==> src/design/ulf_pkg.sv <==
package ulf_pkg;

    localparam int unsigned ADDR_W = 3;
    localparam logic [2:0] OFF_IRQ_ID = 3'h2;
    localparam logic [2:0] OFF_LINE_FMT = 3'h3;
    localparam logic [7:0] LINE_FMT_RST = 8'h00;

    localparam int LF_DIV = 7;
    localparam int LF_BRK = 6;
    localparam int LF_STICK = 5;
    localparam int LF_EVEN = 4;
    localparam int LF_PEN = 3;
    localparam int LF_STOP = 2;

    localparam int unsigned NSRC = 5;
    localparam logic [2:0] SRC_LINE = 3'h0;
    localparam logic [2:0] SRC_RXDATA = 3'h1;
    localparam logic [2:0] SRC_RXTMO = 3'h2;
    localparam logic [2:0] SRC_TXEMPTY = 3'h3;
    localparam logic [2:0] SRC_MODEM = 3'h4;

    localparam logic [3:0] ID_LINE = 4'h6;
    localparam logic [3:0] ID_RXDATA = 4'h4;
    localparam logic [3:0] ID_RXTMO = 4'hc;
    localparam logic [3:0] ID_TXEMPTY = 4'h2;
    localparam logic [3:0] ID_MODEM = 4'h0;
    localparam logic [3:0] ID_NONE = 4'h1;
    localparam logic [1:0] FIFO_ON_BITS = 2'h3;
    localparam logic [1:0] FIFO_OFF_BITS = 2'h0;

    localparam logic [2:0] HALVES_BIT = 3'h2;
    localparam logic [2:0] HALVES_STOP1 = 3'h2;
    localparam logic [2:0] HALVES_STOP15 = 3'h3;
    localparam logic [2:0] HALVES_STOP2 = 3'h4;
    localparam logic [2:0] LAST_BIT_BASE = 3'h4;

    typedef enum logic [2:0] {
        TX_IDLE = 3'h0,
        TX_START = 3'h1,
        TX_DATA = 3'h3,
        TX_PAR = 3'h2,
        TX_STOP = 3'h6
    } ulf_tx_state_t;

    function automatic logic [7:0] word_mask(input logic [1:0] wl);
        case (wl)
            2'h0: word_mask = 8'h1f;
            2'h1: word_mask = 8'h3f;
            2'h2: word_mask = 8'h7f;
            default: word_mask = 8'hff;
        endcase
    endfunction : word_mask

    function automatic logic par_bit(input logic [7:0] d,
                                     input logic [7:0] fmt);
        logic ones;
        ones = ^(d & word_mask(fmt[1:0]));
        if (fmt[LF_STICK])
            par_bit = ~fmt[LF_EVEN];
        else if (fmt[LF_EVEN])
            par_bit = ones;
        else
            par_bit = ~ones;
    endfunction : par_bit

    function automatic logic [2:0] stop_halves(input logic [7:0] fmt);
        if (!fmt[LF_STOP])
            stop_halves = HALVES_STOP1;
        else if (fmt[1:0] == 2'h0)
            stop_halves = HALVES_STOP15;
        else
            stop_halves = HALVES_STOP2;
    endfunction : stop_halves

endpackage : ulf_pkg

==> src/design/ulf_irq_rank.sv <==
`timescale 1ns/100ps
module ulf_irq_rank (
    // Clock and reset
    input wire logic sys_clk_in,
    input wire logic rst_n_in,
    // Source events, one-cycle pulses
    input wire logic [4:0] src_set_in,
    // Status register read
    input wire logic rd_ack_in,
    // Report
    output logic [3:0] id_code_out,
    output logic [4:0] pend_out
);

    logic [4:0] pend_q;
    logic [4:0] pend_d;
    logic cur_vld_q;
    logic cur_vld_d;
    logic [2:0] cur_q;
    logic [2:0] cur_d;

    wire any_pend = |pend_q;
    wire [2:0] top_src =
        pend_q[0] ? ulf_pkg::SRC_LINE :
        pend_q[1] ? ulf_pkg::SRC_RXDATA :
        pend_q[2] ? ulf_pkg::SRC_RXTMO :
        pend_q[3] ? ulf_pkg::SRC_TXEMPTY : ulf_pkg::SRC_MODEM;
    // Latched source is not preempted by a later higher one
    wire [2:0] rep_src = cur_vld_q ? cur_q : top_src;
    wire rep_vld = cur_vld_q | any_pend;
    wire clr_hit = rd_ack_in & rep_vld;
    wire [4:0] clr_mask = clr_hit ? (5'h01 << rep_src) : 5'h00;

    // Set wins over a same-cycle clear
    assign pend_d = (pend_q & ~clr_mask) | src_set_in;

    always_comb begin
        cur_vld_d = cur_vld_q;
        cur_d = cur_q;
        if (clr_hit) begin
            cur_vld_d = 1'b0;
        end else if (!cur_vld_q && any_pend) begin
            cur_vld_d = 1'b1;
            cur_d = top_src;
        end
    end

    always_comb begin
        case (rep_src)
            ulf_pkg::SRC_LINE: id_code_out = ulf_pkg::ID_LINE;
            ulf_pkg::SRC_RXDATA: id_code_out = ulf_pkg::ID_RXDATA;
            ulf_pkg::SRC_RXTMO: id_code_out = ulf_pkg::ID_RXTMO;
            ulf_pkg::SRC_TXEMPTY: id_code_out = ulf_pkg::ID_TXEMPTY;
            default: id_code_out = ulf_pkg::ID_MODEM;
        endcase
        if (!rep_vld)
            id_code_out = ulf_pkg::ID_NONE;
    end

    assign pend_out = pend_q;

    always_ff @(posedge sys_clk_in or negedge rst_n_in) begin
        if (!rst_n_in) begin
            pend_q <= 5'h00;
            cur_vld_q <= 1'b0;
            cur_q <= 3'h0;
        end else begin
            pend_q <= pend_d;
            cur_vld_q <= cur_vld_d;
            cur_q <= cur_d;
        end
    end

endmodule : ulf_irq_rank

==> src/design/ulf_uart_core.sv <==
`timescale 1ns/100ps
module ulf_uart_core (
    // Clock and reset
    input wire logic sys_clk_in,
    input wire logic rst_n_in,
    // Register port
    input wire logic [2:0] addr_in,
    input wire logic [7:0] wr_data_in,
    input wire logic wr_in,
    input wire logic rd_in,
    output logic [7:0] rd_data_out,
    // Interrupt sources, same clock, one-cycle pulses
    input wire logic receive_line_condition_in,
    input wire logic receive_data_available_in,
    input wire logic receive_timeout_in,
    input wire logic transmit_holding_empty_in,
    input wire logic modem_line_change_in,
    input wire logic fifo_en_in,
    output logic int_pending_out,
    // Format to the rest of the datapath
    output logic divisor_access_out,
    output logic [1:0] word_len_out,
    output logic [2:0] stop_halves_out,
    output logic parity_en_out,
    // Transmit framer
    input wire logic half_tick_in,
    input wire logic [7:0] tx_data_in,
    input wire logic tx_load_in,
    output logic tx_ready_out,
    output logic tx_serial_out,
    // Receive parity check
    input wire logic [7:0] rx_data_in,
    input wire logic rx_par_in,
    input wire logic rx_chk_in,
    output logic rx_par_err_out
);

    logic [7:0] line_fmt_q;
    logic [7:0] line_fmt_d;
    logic [7:0] rd_data_q;
    logic [7:0] rd_data_d;
    logic rx_par_err_q;
    logic rx_par_err_d;
    logic [3:0] id_code;

    // Register decode
    wire sel_id = addr_in == ulf_pkg::OFF_IRQ_ID;
    wire sel_fmt = addr_in == ulf_pkg::OFF_LINE_FMT;
    wire id_rd = rd_in & sel_id;
    // Status register is read-only; writes there fall through
    wire fmt_wr = wr_in & sel_fmt;
    wire [1:0] fifo_bits =
        fifo_en_in ? ulf_pkg::FIFO_ON_BITS
                   : ulf_pkg::FIFO_OFF_BITS;
    wire [7:0] id_word = {fifo_bits, 2'h0, id_code};
    wire [7:0] rd_sel =
        sel_id ? id_word : sel_fmt ? line_fmt_q : 8'h00;

    assign line_fmt_d = fmt_wr ? wr_data_in : line_fmt_q;
    assign rd_data_d = rd_in ? rd_sel : 8'h00;

    ulf_irq_rank u_rank (
        .sys_clk_in(sys_clk_in),
        .rst_n_in(rst_n_in),
        .src_set_in({modem_line_change_in,
                     transmit_holding_empty_in,
                     receive_timeout_in,
                     receive_data_available_in,
                     receive_line_condition_in}),
        .rd_ack_in(id_rd),
        .id_code_out(id_code),
        .pend_out()
    );

    always_ff @(posedge sys_clk_in or negedge rst_n_in) begin
        if (!rst_n_in) begin
            line_fmt_q <= ulf_pkg::LINE_FMT_RST;
            rd_data_q <= 8'h00;
        end else begin
            line_fmt_q <= line_fmt_d;
            rd_data_q <= rd_data_d;
        end
    end

    assign rd_data_out = rd_data_q;
    assign int_pending_out = ~id_code[0];

    // Format decode
    wire fmt_brk = line_fmt_q[ulf_pkg::LF_BRK];
    wire fmt_pen = line_fmt_q[ulf_pkg::LF_PEN];
    wire [2:0] stop_len = ulf_pkg::stop_halves(line_fmt_q);
    wire [7:0] data_mask = ulf_pkg::word_mask(line_fmt_q[1:0]);

    assign divisor_access_out = line_fmt_q[ulf_pkg::LF_DIV];
    assign word_len_out = line_fmt_q[1:0];
    assign stop_halves_out = stop_len;
    assign parity_en_out = fmt_pen;

    // Receive check uses the same parity function as transmit
    wire rx_exp = ulf_pkg::par_bit(rx_data_in, line_fmt_q);
    wire rx_bad = fmt_pen & (rx_par_in != rx_exp);

    assign rx_par_err_d = rx_chk_in ? rx_bad : rx_par_err_q;

    always_ff @(posedge sys_clk_in or negedge rst_n_in) begin
        if (!rst_n_in)
            rx_par_err_q <= 1'b0;
        else
            rx_par_err_q <= rx_par_err_d;
    end

    assign rx_par_err_out = rx_par_err_q;

    // Transmit framer, counted in half bit times
    ulf_pkg::ulf_tx_state_t st_q;
    ulf_pkg::ulf_tx_state_t st_d;
    logic [2:0] half_q;
    logic [2:0] half_d;
    logic [2:0] bit_q;
    logic [2:0] bit_d;
    logic [7:0] sh_q;
    logic [7:0] sh_d;
    logic par_q;
    logic par_d;
    logic line_q;
    logic line_d;

    wire [7:0] tx_masked = tx_data_in & data_mask;
    wire [2:0] last_bit = ulf_pkg::LAST_BIT_BASE + {1'b0, line_fmt_q[1:0]};
    wire in_stop = st_q == ulf_pkg::TX_STOP;
    wire [2:0] seg_len = in_stop ? stop_len : ulf_pkg::HALVES_BIT;
    wire [2:0] half_inc = half_q + 3'h1;
    wire seg_end = half_tick_in & (half_inc == seg_len);
    wire tx_start = (st_q == ulf_pkg::TX_IDLE) & tx_load_in;

    // Format is read live; change it only while the framer is idle
    always_comb begin
        st_d = st_q;
        half_d = half_q;
        bit_d = bit_q;
        sh_d = sh_q;
        par_d = par_q;
        if (half_tick_in)
            half_d = seg_end ? 3'h0 : half_inc;
        case (st_q)
            ulf_pkg::TX_IDLE: begin
                half_d = 3'h0;
                if (tx_load_in) begin
                    st_d = ulf_pkg::TX_START;
                    sh_d = tx_masked;
                    par_d = ulf_pkg::par_bit(tx_data_in,
                                             line_fmt_q);
                end
            end
            ulf_pkg::TX_START: begin
                if (seg_end) begin
                    st_d = ulf_pkg::TX_DATA;
                    bit_d = 3'h0;
                end
            end
            ulf_pkg::TX_DATA: begin
                if (seg_end) begin
                    sh_d = {1'b0, sh_q[7:1]};
                    bit_d = bit_q + 3'h1;
                    if (bit_q == last_bit)
                        st_d = fmt_pen ? ulf_pkg::TX_PAR
                                       : ulf_pkg::TX_STOP;
                end
            end
            ulf_pkg::TX_PAR: begin
                if (seg_end)
                    st_d = ulf_pkg::TX_STOP;
            end
            ulf_pkg::TX_STOP: begin
                if (seg_end)
                    st_d = ulf_pkg::TX_IDLE;
            end
            default: begin
                st_d = ulf_pkg::TX_IDLE;
            end
        endcase
    end

    always_comb begin
        case (st_d)
            ulf_pkg::TX_START: line_d = 1'b0;
            ulf_pkg::TX_DATA: line_d = sh_d[0];
            ulf_pkg::TX_PAR: line_d = par_d;
            default: line_d = 1'b1;
        endcase
    end

    always_ff @(posedge sys_clk_in or negedge rst_n_in) begin
        if (!rst_n_in) begin
            st_q <= ulf_pkg::TX_IDLE;
            half_q <= 3'h0;
            bit_q <= 3'h0;
            sh_q <= 8'h00;
            par_q <= 1'b0;
            line_q <= 1'b1;
        end else begin
            st_q <= st_d;
            half_q <= half_d;
            bit_q <= bit_d;
            sh_q <= sh_d;
            par_q <= par_d;
            line_q <= line_d;
        end
    end

    assign tx_ready_out = (st_q == ulf_pkg::TX_IDLE) & ~tx_start;
    // Framer keeps running under break; only the line is overridden
    assign tx_serial_out = line_q & ~fmt_brk;

endmodule : ulf_uart_core

==> config.mk <==
export PLATFORM = sky130hd
export DESIGN_NAME = ulf_uart_core
export DESIGN_NICKNAME = d
export VERILOG_FILES = /design/src/design/ulf_pkg.sv /design/src/design/ulf_irq_rank.sv /design/src/design/ulf_uart_core.sv
export SDC_FILE = /design/constraint.sdc
export NUM_CORES = 1
export LEC_CHECK = 0
export ABC_AREA = 1
export BUFFER_PORTS_ARGS = -buffer_cell sky130_fd_sc_hd__buf_2
export CORE_ASPECT_RATIO = 1.4
export CORE_UTILIZATION = 53
export CTS_CLUSTER_DIAMETER = 50
export CTS_CLUSTER_SIZE = 10
export DETAILED_ROUTE_END_ITERATION = 7
export GPL_TIMING_DRIVEN = 1
export HOLD_SLACK_MARGIN = 0.05
export PLACE_DENSITY = 0.79
export SYNTH_ARGS = -nofsm -noshare
export SYNTH_HDL_FRONTEND = slang
export SYNTH_SLANG_ARGS = --single-unit
==> constraint.sdc <==
create_clock -name sys_clk_in -period 2.3 [get_ports sys_clk_in]
set_input_delay 0.46 -clock sys_clk_in [delete_from_list [all_inputs] [get_ports sys_clk_in]]
set_output_delay 0.46 -clock sys_clk_in [all_outputs]
set_load 0.005 [all_outputs]
==> out/results.txt, run 1 <==
Final #Nets: 412
maximum number of pins on one net before global-route repair: 46
# IOs: 60
Synth Flop Type: dfrtp_1
most frequent cells in the layout: nand2_1 (67), buf_2 (59), inv_1 (47), dfrtp_1 (44), nor2_1 (30)
Place WS: 0.3011 ns
ANT cells: 0
area of the multi-input gates: 1152 µm²
filler instances: 403
Switching Share: 37.71%
Setup TNS Final: 0 ns
most common cell after layout, fill and taps aside: nand2_1
cell-internal power: 1.551 mW
f_max: 0.5033 GHz
Finish-stage setup viols: 0
number of enable flip-flop cells after synthesis: 0
CTS Buf Count: 5
RSZ-0062 raised after global routing: no
Via density: 5.120
CP arrival: 2.22 ns
clk_skew: 0.007198 ns
Final min period: 1.987 ns
Port Buf Inserts: 59
Lkg Pwr: 1.498 nW
kind of end point of the critical path: flop
crit-path max FO: 11
post-synthesis instance total: 308
DPL Wire Length: 3973 µm
Reg area: 1127 µm²
clock buffer depth: 2
latest clock arrival within the worst-skew pair: 0.30 ns
synthesized area: 2509 µm²
layout cells sized above 1: 24.05%
total power: 2.490 mW
total number of vias: 2,212
starting density of the core: 55.31%
H-tree lvl count: 2
WP data required: 2.53 ns
DIE HEIGHT: 83.41 µm
vias in the first global route: 2,064
Yosys cell types: 34
Max-Slew Margin vs Limit: 63.21%
Hold WC Path Type: in2async
DRT Wirelength: 5147 µm
GP Congestion: 0.8499
Async SR Flop Fraction: 100.0%
CTS tree: done
clock power share: 19.2%
synthesized flop and latch total: 45
Hold WS: 0.2277 ns
Worst VDD drop: 577.9 µV
Congestion Overflow GR: 0
Worst Max-Slew Pin Slew: 0.5518 ns
Seq/Total Area, Yosys: 44.94%
core area: 4536 µm²
post-cts resize count: 0
Gate power share: 35.3%
Area Overhead vs Synth: 16.71%
clk slew on worst S/H paths: 0.08 ns
drt pass-1 iters: 4
Crit Path Class: reg2reg
Rows: 29
Mapped Nets: 351
GRT Total Usage: 22.38%
max_cap viols: 0
worst setup margin: 0.3129 ns
DIE WIDTH: 60.15 µm
status: finished clean
1st-iter DRT viols: 68
total net switching power: 0.9392 mW
Hold Buf Count CTS: 0
Syn. warnings: 0
Pwr per Cell Area: 850.6 nW/µm²
antenna violations before repair: 0
Mapped Avg Cell Area: 8.145 µm²
Final Cycle Share: 86.39%
Avg WL per Cell: 11.91 µm
Root Driver: clkbuf_8
Seq pwr share: 45.4%
die area: 5016 µm²
antenna-violating nets left: 0
post-CTS setup buffers: 0
final hold violation count: 0
Clock Sinks: 45
Residual DRC: 0
first-pass GRT wire length: 8590 µm
crit start category: flop
Final Max Tran Viols: 0
## power groups by stage
stage	Clock (mW)	Sequential (mW)	Combinational, mW
2_1_floorplan	0	1.10	0.691
4_1_cts	0.490	1.13	0.887
3_3_place_gp	0	1.14	0.855
5_1_grt	0.521	1.16	1.01
6_report	0.479	1.13	0.880
3_5_place_dp	0	1.14	0.884
## cells by family (layout without fill, tap and decap cells)
family / Yosys count / count (layout) / share of synthesized area [%]
compound gates: 48 / 48 / 12.02
simple gates: 139 / 139 / 25.99
fa+ha+maj: 2 / 2 / 0.9973
mux: 3 / 3 / 1.347
xor+xnor: 16 / 16 / 5.586
flops: 45 / 45 / 44.94
buf+inv: 55 / 117 / 9.127
## through the flow
stage | area (µm²) | utilization, % | std cells
detailed placement | 2844 | 62.70 | 424
floorplan | 2509 | - | 308
global route | 2928 | 64.55 | 432
CTS | 2928 | 64.55 | 432
finish | 2928 | 64.55 | 432
global placement | 2844 | 62.70 | 424
## layer usage
| metal | GRT usage, % | vias up | wire length, µm |
|---|---|---|---|
| met5 | 0 | - | 0 |
| met3 | 4.361 | 12 | 213 |
| met1 | 26.40 | 1035 | 2152 |
| li1 | - | 1110 | - |
| met4 | 7.611 | 0 | 93 |
| met2 | 38.86 | 55 | 2687 |
## synthesized netlist by cell type (4+ instances only)
cell type	count	area share, %
nand2_1	67	10
nor3_1	4	0.80
xor2_1	8	2.8
inv_1	47	7.0
o211ai_1	7	2.1
nor2_1	30	4.5
dfrtp_1	44	44
nand3_1	19	3.8
a21oi_1	10	2.0
o21ai_0	17	3.4
xnor2_1	8	2.8
## critical path, stage by stage, from the launching register on
cell     delay, ns
dfrtp_1       0.46
ha_1          0.25
inv_1         0.06
nand2_1       0.05
nand2_1       0.10
inv_1         0.07
nand3_1       0.10
nand2_2       0.09
nand3_2       0.21
inv_1         0.16
nand2_1       0.10
nand3_2       0.09
a21oi_2       0.13
nand2_1       0.06
## flip-flops by register name, indices dropped and copies added, names as in the netlist
signal	flops
u_rank.cur_q	3
par_q	1
rd_data_out	8
u_rank.cur_vld_q	1
sh_q	8
st_q	3
bit_q	3
rx_par_err_out	1
u_rank.pend_out	5
line_q	1
line_fmt_q	8
half_q	3
## cell type report
class / instances / share of cell area (%)
timing repair buffer: 60 / 10.34
inverter: 49 / 6.282
multi-input combinational: 208 / 39.36
clock inverter: 1 / 0.2564
clock buffer: 7 / 2.607
tap: 62 / 2.650
sequential: 45 / 38.50
## worst paths after layout
check / from / end / slack (ns) / cells past startpoint
max reg2reg: half_q[0] / line_q / 0.31 / 13
min in group sys_clk_in: receive_data_available_in / u_rank.pend_out[1] / 0.34 / 2
min reg2reg: rx_par_err_out / rx_par_err_out / 0.48 / 2
max in group asynchronous: rst_n_in / line_q / 1.69 / 2
min: rst_n_in / u_rank.pend_out[2] / 0.23 / 2
max: half_q[0] / line_q / 0.31 / 13
(Power assumes the default switching activity.)
==> run 2: changes to the inputs <==
--- a/config.mk
+++ b/config.mk
@@ -7,6 +7,7 @@
 export LEC_CHECK = 0
 export ABC_AREA = 1
 export BUFFER_PORTS_ARGS = -buffer_cell sky130_fd_sc_hd__buf_2
+export CAP_MARGIN = 25
 export CORE_ASPECT_RATIO = 1.4
 export CORE_UTILIZATION = 53
 export CTS_CLUSTER_DIAMETER = 50
@@ -15,6 +16,7 @@
 export GPL_TIMING_DRIVEN = 1
 export HOLD_SLACK_MARGIN = 0.05
 export PLACE_DENSITY = 0.79
+export RECOVER_POWER = 50
 export SYNTH_ARGS = -nofsm -noshare
 export SYNTH_HDL_FRONTEND = slang
 export SYNTH_SLANG_ARGS = --single-unit
==> out/results.txt, run 2 (synthesis gave the netlist of run 1 again) <==
clock buffer depth: 2
DPL Wire Length: 3973 µm
Switching Share: 37.74%
RSZ-0062 raised after global routing: no
kind of end point of the critical path: flop
Clock Sinks: 45
final hold violation count: 0
Max-Slew Margin vs Limit: 28.13%
first-pass GRT wire length: 8590 µm
DRT Wirelength: 5155 µm
clock power share: 19.2%
Root Driver: clkbuf_8
most common cell after layout, fill and taps aside: nand2_1
die area: 5016 µm²
antenna-violating nets left: 0
Worst VDD drop: 578.3 µV
reg-to-reg critical path endpoint: line_q
Setup TNS Final: 0 ns
crit path from: half_q[0]
Lkg Pwr: 1.485 nW
CTS tree: done
Hold WC Path Type: in2reg
cell-internal power: 1.550 mW
Final Max Tran Viols: 0
Area Overhead vs Synth: 16.46%
vias in the first global route: 2,064
CTS Buf Count: 5
latest clock arrival within the worst-skew pair: 0.30 ns
total net switching power: 0.9396 mW
Rows: 29
final core occ: 64.41%
1st-iter DRT viols: 68
Worst Max-Slew Pin Slew: 1.078 ns
starting density of the core: 55.31%
Finish-stage setup viols: 0
total power: 2.490 mW
post-cts resize count: 0
GP Congestion: 0.8499
Residual DRC: 0
Via density: 5.116
CP arrival: 2.22 ns
Congestion Overflow GR: 0
drt pass-1 iters: 4
antenna violations before repair: 0
crit start category: flop
Gate power share: 35.3%
ANT cells: 0
Worst R2R Setup Slack: 0.31 ns
max_cap viols: 0
GRT Total Usage: 22.38%
total number of vias: 2,210
maximum number of pins on one net before global-route repair: 46
# IOs: 60
Crit Path Class: reg2reg
Seq pwr share: 45.4%
clk_skew: 0.007198 ns
Hold Crit Depth: 2
DIE WIDTH: 60.15 µm
f_max: 0.5031 GHz
worst setup path endpoint: line_q
DIE HEIGHT: 83.41 µm
Pwr per Cell Area: 852.2 nW/µm²
clk slew on worst S/H paths: 0.08 ns
most frequent cells in the layout: nand2_1 (67), buf_2 (56), inv_1 (47), dfrtp_1 (44), nor2_1 (30)
Final #Nets: 412
Port Buf Inserts: 59
Avg WL per Cell: 11.93 µm
Hold Buf Count CTS: 0
layout cells sized above 1: 23.24%
core area: 4536 µm²
Final Cycle Share: 86.41%
Final min period: 1.988 ns
RR Startpoint: half_q[0]
crit-path max FO: 11
WP data required: 2.53 ns
H-tree lvl count: 2
R2R cell count: 13
status: finished clean
Hold WS: 0.3382 ns
post-CTS setup buffers: 0
-- run 2: changes by cell type in the layout (fill, tap and decap cells not counted) --
cell      previous run  this run
clkbuf_1             2         4
clkbuf_2             0         1
buf_2               59        56
buf_1                0         1
buf_4                1         0
-- run 2: power groups by stage --
stage	combinational (mW)	sequential [mW]	clock [mW]
2_1_floorplan	0.691	1.10	0
6_report	0.879	1.13	0.479
3_5_place_dp	0.884	1.14	0
3_3_place_gp	0.855	1.14	0
4_1_cts	0.887	1.13	0.490
5_1_grt	1.01	1.16	0.521
-- run 2: per-stage QoR --
step                cell area [µm²]  std cells  setup WS (ns)
floorplan                      2509        308         0.6738
global placement               2844        424         0.4213
detailed placement             2844        424         0.3011
CTS                            2928        432         0.2960
global route                   2922        432         0.1346
finish                         2922        432         0.3125
-- run 2: critical path, stage by stage, from the launching register on --
cell	delay, ns
dfrtp_1	0.46
ha_1	0.25
inv_1	0.06
nand2_1	0.05
nand2_1	0.10
inv_1	0.07
nand3_1	0.10
nand2_2	0.09
nand3_2	0.21
inv_1	0.16
nand2_1	0.10
nand3_2	0.09
a21oi_2	0.13
nand2_1	0.06
-- run 2: worst min path at each step --
stage | from | endpoint
2_1_floorplan | rst_n_in | bit_q[0]
3_5_place_dp | rx_par_err_out | rx_par_err_out
5_1_grt | receive_data_available_in | u_rank.pend_out[1]
4_1_cts | rst_n_in | u_rank.pend_out[2]
6_report | receive_data_available_in | u_rank.pend_out[1]
3_3_place_gp | rx_par_err_out | rx_par_err_out
-- run 2: per-layer routing --
metal / global-route usage (%) / wire length [µm] / vias to the layer above
met5: 0 / 0 / -
li1: - / - / 1110
met1: 26.40 / 2159 / 1033
met3: 4.361 / 215 / 12
met4: 7.611 / 93 / 0
met2: 38.86 / 2686 / 55
-- run 2: final cells by class --
class                           instances  area (µm²)
Clock inverter                          1       7.507
Inverter                               49       183.9
Timing Repair Buffer                   60       296.5
Multi-Input combinational cell        208        1152
Clock buffer                            7       76.32
Tap cell                               62       77.57
Sequential cell                        45        1127
Fill cell                             407        1614
